`src/rsc_consts.svh`:
```
// Purpose: Constants for the resonance suppression control block
// Assumes: Wishbone byte offsets; 200 MHz system clock
// Notes: Definitions only
`ifndef RSC_CONSTS_SVH
`define RSC_CONSTS_SVH
`define RSC_LPF_IDX 10'h232
`define RSC_ADR_LPF 12'h8c8
`define RSC_ADR_N1F 12'h8c0
`define RSC_ADR_N1A 12'h8c4
`define RSC_ADR_N2F 12'h958
`define RSC_ADR_N2A 12'h960
`define RSC_ADR_N3F 12'h968
`define RSC_ADR_N3A 12'h970
`define RSC_ADR_MODE 12'h978
`define RSC_ADR_STAT 12'h97c
`define RSC_ADR_DET 12'h980
`define RSC_FREQ_DEF 16'h03e8
`define RSC_FREQ_MIN 16'h0032
`define RSC_FREQ_MAX 16'h03e8
`define RSC_ATT_MAX 16'h0020
`define RSC_LPF_MAX 16'h03e8
`define RSC_LPF_DEF 16'h0002
`define RSC_ZERO16 16'h0000
`define RSC_STABLE_MIN 20
`define RSC_CLK_HZ 200000000
`define RSC_SAMPLE_US 16'h0064
`define RSC_CYC_PER_SAMPLE ((`RSC_CLK_HZ / 1000000) * 100)
`define RSC_STABLE_CYC (64'd60 * `RSC_STABLE_MIN * `RSC_CLK_HZ)
`endif

```
`src/rsc_pkg.sv`:
```
// Purpose: Types for the resonance suppression control block
// Assumes: Constants come from rsc_consts.svh
// Notes: Types only
package rsc_pkg;
   typedef enum logic [1:0] {
      RSC_OFF = 2'b00,
      RSC_ONCE = 2'b01,
      RSC_CONT = 2'b10
   } rsc_mode_e;
   typedef logic [15:0] rsc_word_t;
endpackage

```
`src/rsc_ctrl.sv`:
```
// Purpose: Resonance suppression control: low-pass, three notch sets, auto mode
// Assumes: Classic Wishbone slave, one clock, synchronous active-low reset
// Notes: Resonance search itself is external; detections arrive as a strobe
//
// Behaviour
// RULE1: Zero time constant bypasses low-pass filter
// RULE2: Time constant 0..1000 in 0.1 ms
// RULE3: Two auto notch sets, frequency plus attenuation
// RULE4: Modes 1 or 2 search and suppress
// RULE5: Detections stored into notch two, three
// RULE6: Mode 1 self-clears after 20 stable minutes
// RULE7: Mode 2 never self-clears
// RULE8: Write 1, or 2 from 0, clears four
// RULE9: Write 2 from active keeps settings
// RULE10: Write 0 from active keeps, disables
// RULE11: Frequencies 50..1000 Hz, attenuation 0..32 dB
// RULE12: Nonzero attenuation marks auto-found frequency
// RULE13: Attenuation 32: operator lowers bandwidth
// RULE14: Below 32: operator disables, raises manually
// RULE15: Out-of-range frequency: operator uses low-pass
// RULE16: Zero attenuation disables that notch
// RULE17: Low-pass is first-order recursive filter
//
// Local design decision: the Wishbone interface to the registers.
`timescale 1ns/1ps
`include "rsc_consts.svh"
module rsc_ctrl #(
   parameter logic [63:0] STABLE_CYC = `RSC_STABLE_CYC
) (
   input wire logic CLK_SYS,
   input wire logic RST_N,
   input wire logic WB_CYC_I,
   input wire logic WB_STB_I,
   input wire logic WB_WE_I,
   input wire logic [11:0] WB_ADR_I,
   input wire logic [3:0] WB_SEL_I,
   input wire logic [31:0] WB_DAT_I,
   output logic [31:0] WB_DAT_O,
   output logic WB_ACK_O,
   input wire logic DET_VALID,
   input wire logic DET_SET,
   input wire logic [15:0] DET_FREQ,
   input wire logic [15:0] DET_ATT,
   input wire logic DET_DONE,
   input wire logic RES_PRESENT,
   input wire logic signed [15:0] LPF_IN,
   output logic signed [15:0] LPF_OUT,
   output logic SEARCH_EN,
   output logic [15:0] NOTCH1_FREQ,
   output logic [15:0] NOTCH1_ATT,
   output logic NOTCH1_EN,
   output logic [15:0] NOTCH2_FREQ,
   output logic [15:0] NOTCH2_ATT,
   output logic NOTCH2_EN,
   output logic [15:0] NOTCH3_FREQ,
   output logic [15:0] NOTCH3_ATT,
   output logic NOTCH3_EN
);
   logic [15:0] lpf_q;
   logic [15:0] f1_q, a1_q, f2_q, a2_q, f3_q, a3_q;
   rsc_pkg::rsc_mode_e mode_q;
   logic done_q;
   logic [63:0] stab_q;
   logic [15:0] smp_q;
   logic smp_en;
   logic ack_q;
   logic [31:0] dat_q;
   logic req;
   logic wr;
   logic wlo;
   logic [15:0] wdat;
   logic active;
   logic mode_wr;
   logic clear_all;
   logic self_clear;

   // Clamp a frequency into the notch range
   function automatic logic [15:0] clamp_freq(input logic [15:0] v);
      if (v < `RSC_FREQ_MIN) clamp_freq = `RSC_FREQ_MIN;
      else if (v > `RSC_FREQ_MAX) clamp_freq = `RSC_FREQ_MAX;
      else clamp_freq = v;
   endfunction

   // Clamp an attenuation to its top value
   function automatic logic [15:0] clamp_att(input logic [15:0] v);
      clamp_att = (v > `RSC_ATT_MAX) ? `RSC_ATT_MAX : v;
   endfunction

   // Bus decode; single-cycle ack after one wait state
   assign req = WB_CYC_I && WB_STB_I && !ack_q;
   assign wr = req && WB_WE_I;
   assign wlo = WB_SEL_I[0] && WB_SEL_I[1];
   assign wdat = WB_DAT_I[15:0];
   assign active = (mode_q != rsc_pkg::RSC_OFF); // RULE4
   assign mode_wr = wr && wlo && (WB_ADR_I == `RSC_ADR_MODE);
   // One always clears; two clears only when starting from off
   assign clear_all = mode_wr && ((wdat[1:0] == 2'b01) ||
      ((wdat[1:0] == 2'b10) && !active)); // RULE8 RULE9
   assign self_clear = (mode_q == rsc_pkg::RSC_ONCE) && done_q &&
      (stab_q >= STABLE_CYC - 64'h1); // RULE6

   // Ack register, drops the cycle after
   always_ff @(posedge CLK_SYS) begin
      if (!RST_N) ack_q <= 1'b0;
      else ack_q <= req;
   end
   assign WB_ACK_O = ack_q;

   // Read data, unmapped reads return zero
   always_ff @(posedge CLK_SYS) begin
      if (!RST_N) begin
         dat_q <= 32'h0;
      end else if (req && !WB_WE_I) begin
         unique case (WB_ADR_I)
            `RSC_ADR_LPF: dat_q <= {16'h0, lpf_q};
            `RSC_ADR_N1F: dat_q <= {16'h0, f1_q};
            `RSC_ADR_N1A: dat_q <= {16'h0, a1_q};
            `RSC_ADR_N2F: dat_q <= {16'h0, f2_q};
            `RSC_ADR_N2A: dat_q <= {16'h0, a2_q};
            `RSC_ADR_N3F: dat_q <= {16'h0, f3_q};
            `RSC_ADR_N3A: dat_q <= {16'h0, a3_q};
            `RSC_ADR_MODE: dat_q <= {30'h0, mode_q};
            `RSC_ADR_STAT: dat_q <= {28'h0, (a2_q == `RSC_ATT_MAX) || (a3_q == `RSC_ATT_MAX),
               (a2_q != 16'h0) && (a3_q != 16'h0), done_q, active}; // RULE12 RULE13
            default: dat_q <= 32'h0;
         endcase
      end
   end
   assign WB_DAT_O = dat_q;

   // Low-pass constant; out-of-range writes saturate at 1000
   always_ff @(posedge CLK_SYS) begin
      if (!RST_N) lpf_q <= `RSC_LPF_DEF;
      else if (wr && wlo && WB_ADR_I == `RSC_ADR_LPF)
         lpf_q <= (wdat > `RSC_LPF_MAX) ? `RSC_LPF_MAX : wdat; // RULE2
   end

   // Manual notch one, never touched by auto mode
   always_ff @(posedge CLK_SYS) begin
      if (!RST_N) begin
         f1_q <= `RSC_FREQ_DEF;
         a1_q <= `RSC_ZERO16;
      end else if (wr && wlo) begin
         if (WB_ADR_I == `RSC_ADR_N1F) f1_q <= clamp_freq(wdat); // RULE11
         if (WB_ADR_I == `RSC_ADR_N1A) a1_q <= clamp_att(wdat); // RULE11
      end
   end

   // Auto notch sets; clear beats detection, detection beats software
   always_ff @(posedge CLK_SYS) begin
      if (!RST_N) begin
         f2_q <= `RSC_FREQ_DEF;
         a2_q <= `RSC_ZERO16;
         f3_q <= `RSC_FREQ_DEF;
         a3_q <= `RSC_ZERO16;
      end else if (clear_all) begin // RULE8
         f2_q <= `RSC_FREQ_DEF; // RULE12
         a2_q <= `RSC_ZERO16;
         f3_q <= `RSC_FREQ_DEF;
         a3_q <= `RSC_ZERO16;
      end else if (DET_VALID && active) begin // RULE5 RULE3
         if (!DET_SET) begin
            f2_q <= clamp_freq(DET_FREQ);
            a2_q <= clamp_att(DET_ATT);
         end else begin
            f3_q <= clamp_freq(DET_FREQ);
            a3_q <= clamp_att(DET_ATT);
         end
      end else if (wr && wlo) begin
         if (WB_ADR_I == `RSC_ADR_N2F) f2_q <= clamp_freq(wdat); // RULE11
         if (WB_ADR_I == `RSC_ADR_N2A) a2_q <= clamp_att(wdat);
         if (WB_ADR_I == `RSC_ADR_N3F) f3_q <= clamp_freq(wdat);
         if (WB_ADR_I == `RSC_ADR_N3A) a3_q <= clamp_att(wdat);
      end
   end

   // Mode register; software write wins over self-clear
   always_ff @(posedge CLK_SYS) begin
      if (!RST_N) mode_q <= rsc_pkg::RSC_OFF;
      else if (mode_wr) begin
         unique case (wdat[1:0])
            2'b00: mode_q <= rsc_pkg::RSC_OFF; // RULE10
            2'b01: mode_q <= rsc_pkg::RSC_ONCE;
            2'b10: mode_q <= rsc_pkg::RSC_CONT; // RULE9
            default: mode_q <= mode_q;
         endcase
      end else if (self_clear) mode_q <= rsc_pkg::RSC_OFF; // RULE6 RULE7
   end

   // Completion flag: set wins over restart clear
   always_ff @(posedge CLK_SYS) begin
      if (!RST_N) done_q <= 1'b0;
      else if (DET_DONE && active) done_q <= 1'b1;
      else if (mode_wr || !active) done_q <= 1'b0;
   end

   // Stability timer restarts whenever resonance shows again
   always_ff @(posedge CLK_SYS) begin
      if (!RST_N) stab_q <= 64'h0;
      else if (!done_q || RES_PRESENT || mode_wr || self_clear) stab_q <= 64'h0;
      else stab_q <= stab_q + 64'h1;
   end

   // Control-loop sample enable, 100 us period
   always_ff @(posedge CLK_SYS) begin
      if (!RST_N) smp_q <= 16'h0;
      else if (smp_en) smp_q <= 16'h0;
      else smp_q <= smp_q + 16'h1;
   end
   assign smp_en = (smp_q == 16'(`RSC_CYC_PER_SAMPLE - 1));

   rsc_lpf u_lpf (
      .clk(CLK_SYS),
      .rst_n(RST_N),
      .smp_en(smp_en),
      .tau(lpf_q),
      .din(LPF_IN),
      .dout(LPF_OUT)
   );

   // Filter outputs; zero attenuation disables a notch
   assign SEARCH_EN = active; // RULE4
   assign NOTCH1_FREQ = f1_q;
   assign NOTCH1_ATT = a1_q;
   assign NOTCH1_EN = (a1_q != `RSC_ZERO16); // RULE16
   assign NOTCH2_FREQ = f2_q;
   assign NOTCH2_ATT = a2_q;
   assign NOTCH2_EN = (a2_q != `RSC_ZERO16); // RULE16
   assign NOTCH3_FREQ = f3_q;
   assign NOTCH3_ATT = a3_q;
   assign NOTCH3_EN = (a3_q != `RSC_ZERO16); // RULE16
endmodule // rsc_ctrl

```
`src/rsc_lpf.sv`:
```
// Purpose: First-order recursive low-pass filter with bypass
// Assumes: One sample enable per control period
// Notes: Coefficient alpha = Ts/(tau+Ts), Q16
`timescale 1ns/1ps
`include "rsc_consts.svh"
module rsc_lpf (
   input wire logic clk,
   input wire logic rst_n,
   input wire logic smp_en,
   input wire logic [15:0] tau,
   input wire logic signed [15:0] din,
   output logic signed [15:0] dout
);
   logic signed [31:0] acc_q;
   logic [16:0] alpha;
   logic signed [32:0] diff;
   logic signed [50:0] prod;
   logic signed [33:0] step;
   // Ts in 0.1 ms units is 1, so alpha = 65536/(tau+1)
   assign alpha = 17'(32'h00010000 / (32'(tau) + 32'h1));
   // Error needs 33 bits and the product 51, or large steps wrap
   assign diff = $signed({din[15], din, 16'h0000}) - $signed({acc_q[31], acc_q});
   assign prod = 51'(diff) * 51'($signed({1'b0, alpha}));
   assign step = 34'(prod >>> 16);
   // Accumulator in Q16; zero constant bypasses entirely
   always_ff @(posedge clk) begin
      if (!rst_n) begin
         acc_q <= 32'sh0;
         dout <= 16'sh0;
      end else if (smp_en) begin
         if (tau == `RSC_ZERO16) begin // RULE1
            acc_q <= {din, 16'h0000};
            dout <= din;
         end else begin // RULE17
            acc_q <= acc_q + 32'(step);
            dout <= 16'((acc_q + 32'(step)) >>> 16);
         end
      end
   end
endmodule // rsc_lpf

```
`config.mk`:
```
export PLATFORM = sky130hd
export DESIGN_NAME = rsc_ctrl
export DESIGN_NICKNAME = d
export VERILOG_FILES = /design/src/rsc_pkg.sv /design/src/rsc_ctrl.sv /design/src/rsc_lpf.sv
export VERILOG_INCLUDE_DIRS = /design/src
export SDC_FILE = /design/constraint.sdc
export NUM_CORES = 2
export LEC_CHECK = 0
export CAP_MARGIN = 40
export CELL_PAD_IN_SITES_DETAIL_PLACEMENT = 1
export CELL_PAD_IN_SITES_GLOBAL_PLACEMENT = 2
export CORE_MARGIN = 8
export CORE_UTILIZATION = 36
export DETAILED_ROUTE_END_ITERATION = 16
export DONT_BUFFER_PORTS = 1
export GPL_ROUTABILITY_DRIVEN = 0
export HOLD_SLACK_MARGIN = 0.02
export PLACE_DENSITY = 0.86
export SLEW_MARGIN = 20
export SYNTH_ARGS = -nofsm -noshare
export SYNTH_HDL_FRONTEND = slang
export SYNTH_SLANG_ARGS = --single-unit
```
`constraint.sdc`:
```
create_clock -name CLK_SYS -period 86.5 [get_ports CLK_SYS]
set_input_delay 17.3 -clock CLK_SYS [delete_from_list [all_inputs] [get_ports CLK_SYS]]
set_output_delay 17.3 -clock CLK_SYS [all_outputs]
set_load 0.05 [all_outputs]
```
Yosys cells after proc, flatten, opt, wreduce, memory -nomap -nowiden

Cells that the tools add are included.

Bits in registers: 276
Output and inout bits: 149

Add/sub/neg operators: 5
$mul: 1
Divide/modulo/power cells: 1
Magnitude comparators: 7
Equality and inequality tests: 18
Mux-type cells: 30
Bitwise gates (word level): 1
Reductions and logical operators: 48

Operators by type and width:

| cell                                                            | count |
|---|---|
| 2-to-1 mux 16 bit                                               | 23 |
| case mux 16 bit (9 select lines)                                | 1 |
| == test 12 bit, second input constant                           | 9 |
| adder 64 x 1 -> 64 bit, second input constant                   | 1 |
| >= comparator 64 x 38 -> 1 bit, second input constant           | 1 |
| multiplier 33 x 18 -> 48 bit                                    | 1 |
| nonzero test 16 bit                                             | 3 |
| subtractor 32 x 32 -> 33 bit                                    | 1 |
| adder 32 bit                                                    | 1 |
| divider 17 x 32 -> 32 bit, first input constant                 | 1 |
| == test 16 x 6 -> 1 bit, second input constant                  | 2 |
| greater-than comparator 16 x 10 -> 1 bit, second input constant | 2 |
| greater-than comparator 16 x 6 -> 1 bit, second input constant  | 2 |
| < comparator 16 x 6 -> 1 bit, second input constant             | 2 |
| 2-to-1 mux 32 bit                                               | 1 |
| adder 16 x 1 -> 17 bit, second input constant                   | 1 |
| adder 16 x 1 -> 16 bit, second input constant                   | 1 |
| == test 16 x 15 -> 1 bit, second input constant                 | 1 |
| zero test 16 bit                                                | 1 |
| nonzero test 2 bit                                              | 8 |
| logical AND 1 bit                                               | 15 |
| AND reduction 3 bit                                             | 4 |
| logical OR 1 bit                                                | 6 |
| case mux 2 bit (3 select lines)                                 | 1 |
| 11 further kinds                                                | 22 |

Logic depth before layout (Yosys ltp)

Depth in word-level cells: 8
Depth in mapped cells: 524
Depth with buffers taken out: 476

Cells and area by module

From an unflattened synthesis, not the netlist that was laid out.

Cell total of the unflattened synthesis: 7569
Area total of the unflattened synthesis: 57756.6 µm²

By module, submodules not included:

| module   | instances | cells an instance | area an instance (µm²) |
|---|---|---|---|
| rsc_lpf  | 1         | 6457              | 48186.2 |
| rsc_ctrl | 1         | 1112              | 9570.4 |

Worst setup path after synthesis

No wires, ideal clock.

Kind: register to register
From: register lpf_q[0]
To: register u_lpf.acc_q[31]
Setup time: 87 ps
Arrival: 93810 ps
Path slack: -7397 ps
Stages on the path, launching flop included: 494
Path buffers: 63
Clock period less this slack: 93897 ps
Path through: dfxtp_1 buf_2 buf_2 buf_1 clkbuf_1 clkbuf_1 clkbuf_1 clkbuf_1 clkbuf_1 clkbuf_1 clkbuf_1 nor3_1 ha_1 xor2_1 nand2_1 nor2_1 ha_1 o21a_1 [458 not listed] o21a_1 o21a_1 o21a_1 o21a_1 o21a_1 o21a_1 o21a_1 nor2_1 ha_1 a21oi_1 o21ai_0 a21o_1 a21o_1 a21o_1 a21oi_1 xnor2_1 xnor2_1 o31ai_1

Cells in the longest elaborated chain, start to end: 5
Elaborated cells between the ends (all ways): 6
Classes of those cells: 2 x add/sub; 1 x mul; 1 x div; 1 x mux; 1 x reduce/logical

Ends and longest elaborated chain:

| item                         | RTL line        | source |
|---|---|---|
| start: declaration           | rsc_ctrl.sv:59  | `logic [15:0] lpf_q;` |
| start signal: assignment     | rsc_ctrl.sv:133 | `` if (!RST_N) lpf_q <= `RSC_LPF_DEF; `` |
| start signal: assignment     | rsc_ctrl.sv:135 | `` lpf_q <= (wdat > `RSC_LPF_MAX) ? `RSC_LPF_MAX : wdat; `` |
| adder 16 x 1 -> 17 bit       | rsc_lpf.sv:20   | `assign alpha = 17'(32'h00010000 / (32'(tau) + 32'h1));` |
| divider 17 x 32 -> 32 bit    | rsc_lpf.sv:20   |  |
| multiplier 33 x 18 -> 48 bit | rsc_lpf.sv:23   | `assign prod = 51'(diff) * 51'($signed({1'b0, alpha}));` |
| adder 32 bit                 | rsc_lpf.sv:35   | `acc_q <= acc_q + 32'(step);` |
| 2-to-1 mux 32 bit *          | rsc_lpf.sv:31   | `` if (tau == `RSC_ZERO16) begin `` |
| end signal: assignment       | rsc_lpf.sv:32   | `acc_q <= {din, 16'h0000};` |
| end signal: assignment       | rsc_lpf.sv:35   |  |
| end: declaration             | rsc_lpf.sv:14   | `logic signed [31:0] acc_q;` |

Every way passes the cells marked *; elsewhere a longest branch is shown, timed or not.
A chain may end at the register's enable or synchronous reset.

Worst setup path in the final report

From: register lpf_q[5]
To: register u_lpf.acc_q[31]

Same word-level chain as after synthesis.

==> out/metrics.cfg <==
[run_status]
status=finished, violations left
violations=negative setup slack

[run]
max_cap_violations=0

[sta]
finalSetupViolCount=5
fin_hold_ws_ns=0.479
drv_slew=0
fin_crit_sh=1.01
finalHoldViolCount=0
min_period_ns=87.26
setup_slack_ns=-0.760
max_slew.worst_pin.slew_ns=1.25
rsz0062_at_grt=yes
slew_headroom=0.166
max_clock_freq_mhz=11.5
fin_skew_ns=0.0166

[setup_path]
regToRegSetupSlack_ns=-0.76
setup.worst_path.end_class=flip-flop
required_ns=87.02
critPathArrivalTime_ns=87.78
r2r_start=lpf_q[5]$_SDFFE_PN0P_
cp_slowest_cell=or4_4
critPathMostFrequentCell=a21oi_2
cp-start-kind=flip-flop
crit_type=reg2reg
r2r_end=u_lpf.acc_q[31]$_SDFFE_PN0P_
worst_path_largest_cell_delay_ns=0.57
path_max_fanout=8
ff2ff_path_depth=482

[layout]
area_growth_pct=38.6
layout_commonest_cell=buf_4
drive_above_1_share=0.311
nets=10600
layout_common_cells=2044 x buf_4, 864 x nor2_1, 727 x inv_1

[die]
io_pins=254
dieHeight_microns=416
initial_core_util=0.363
rows=146
fp.dieW_microns=416
coreArea_sq_um=158000
die-area_sq_um=173000

[clocking]
cts-root-buf=clkbuf_16
cts.htree.levels=1
cts_tree=yes
clock-sinks=244
cts_buffer_depth=3
clock_latency_ns=0.61
cts_buffers=28
clk_pin_slew_ns=0.07

[global_routing]
antenna_found_initial=8
overflow=0
grt_pass1_wl_mm=386
grt_use_total=0.272
grt_pass1_vias=71000
grt_max_degree=65

[detailed_routing]
ant_nets=0
initialDrtViolationCount=4483
firstDrtPassIters=5
via_count=68000
wl_per_cell_microns=24.0
viasPerCell=5.89
wl_mm=277
remaining_drc_errors=0

[synth]
ys_warn_count=0
seq_area_frac_synth=0.0850
synthesis.area_sq_um=57500
synthArstFlopShare=0
synth-edff-count=0
synth_area_per_cell_sq_um=7.56
ys_seq_elements=244
ys.flop_type=dfxtp_1
ys_types=131
syn_inst=7597

[hold_path]
min_from=smp_q[0]$_SDFF_PP0_
hp-class=reg2reg
min_to=smp_q[0]$_SDFF_PP0_
hold_path_depth=1

[placed_design]
portBuffers=0
pre_cts_ws_ns=-3.81
place_hpwl_mm=198

how the worst max path moves through the flow:
stage	start	endpoint	slack, ns	depth (start not counted)
3_5_place_dp	lpf_q[1]$_SDFFE_PN1P_	u_lpf.acc_q[31]$_SDFFE_PN0P_	-3.81	460
5_1_grt	lpf_q[1]$_SDFFE_PN1P_	u_lpf.acc_q[31]$_SDFFE_PN0P_	-4.18	487
4_1_cts	lpf_q[0]$_SDFFE_PN0P_	u_lpf.acc_q[31]$_SDFFE_PN0P_	0.02	480
3_3_place_gp	lpf_q[10]$_SDFFE_PN0P_	u_lpf.acc_q[31]$_SDFFE_PN0P_	-1.35	459
2_1_floorplan	lpf_q[9]$_SDFFE_PN0P_	u_lpf.acc_q[31]$_SDFFE_PN0P_	0.02	492
6_report	lpf_q[5]$_SDFFE_PN0P_	u_lpf.acc_q[31]$_SDFFE_PN0P_	-0.76	482
cells in the mapped netlist, types with 30 or more instances:
cell	n	area share
nor2_1	921	0.060
inv_1	733	0.048
nand2_1	723	0.047
a21oi_1	658	0.057
ha_1	546	0.12
fa_1	515	0.18
xnor2_1	352	0.054
o21ai_0	284	0.025
dfxtp_1	244	0.085
clkbuf_1	200	0.013
a21o_1	187	0.024
xor2_1	165	0.025
nor3_1	164	0.014
nand3_1	138	0.012
o21bai_1	138	0.018
o21a_1	110	0.014
and3_1	95	0.010
a31oi_1	90	0.0098
nand4_1	83	0.0090
nand2b_1	77	0.0084
mux2_2	70	0.014
and2_1	69	0.0075
o211ai_1	64	0.0084
nor4_1	59	0.0064
mux2i_1	57	0.0099
a211oi_1	54	0.0071
or3_1	53	0.0058
buf_1	47	0.0031
nor2b_1	44	0.0048
o22ai_1	37	0.0040
o31ai_1	36	0.0047
buf_4	35	0.0046
o31ai_2	35	0.0076
or2_2	33	0.0036
buf_2	30	0.0026
cell families after synthesis:
group           after synthesis  synth area share
flops                       244            0.0850
compound gates             1999             0.229
xor+xnor                    518            0.0791
other cells                   1         0.0000653
buf+inv                    1053            0.0723
fa+ha+maj                  1061             0.298
simple gates               2589             0.211
mux                         132            0.0248
registers in the layout, summed over array words and instances, names as in the netlist, 16 cells and up:
| signal | cells |
|---|---|
| NOTCH2_ATT | 16 |
| NOTCH1_ATT | 16 |
| NOTCH3_ATT | 16 |
| NOTCH3_FREQ | 16 |
| stab_q | 64 |
| WB_DAT_O | 16 |
| lpf_q | 16 |
| smp_q | 16 |
| u_lpf.acc_q | 32 |
| NOTCH2_FREQ | 16 |
| NOTCH1_FREQ | 16 |
metrics by stage:
stage                     area [sq um]  TNS (ns)   util  cells
after global routing             79700    -45.32  0.503  11500
after floorplan                  58100         0      -   7612
final                            79700     -2.76  0.503  11500
after global placement           73200     -5.49  0.462  11200
after CTS                        75200         0  0.475  11300
after detailed placement         73300    -39.84  0.463  11200
critical path, delay by kind of cell (launching register included):
kind	cells	cell delay [ns]
AOI/OAI and AO/OA	254	43.61
xor gates and xnor gates	6	0.98
adders and majority gates	38	11.55
buffers and inverters	48	7.54
DFF	1	0.39
muxes	7	1.93
and+or+nand+nor	129	20.92
timing repair:
action | 4_1_cts | 5_1_grt
endpoints found under the setup margin | 22 | 32
gates cloned | 3 | 8
gates resized for setup | 129 | 599
setup buffers | 48 | 202
pin swaps | 53 | 419
hold buffers | 0 | 0
layout make-up:
cell class | count | area [sq um]
fill | 19300 | 78700
multi-input combinational | 6316 | 52100
timing repair buffer | 2112 | 16300
sequential | 244 | 4890
inverter | 737 | 2770
tap | 2072 | 2590
clock buffer | 34 | 763
clock inverter | 17 | 234
antenna | 6 | 15.0
per-layer routing:
layer,track usage,vias to the layer above,share of wire
met4,0.114,0,0.066
met5,0,-,0
met2,0.487,2874,0.48
met1,0.326,33900,0.38
li1,-,30000,-
met3,0.0362,1128,0.069
Power is not shown: default switching activity piles up to over one toggle a cycle in this logic, so the estimate is an artifact.
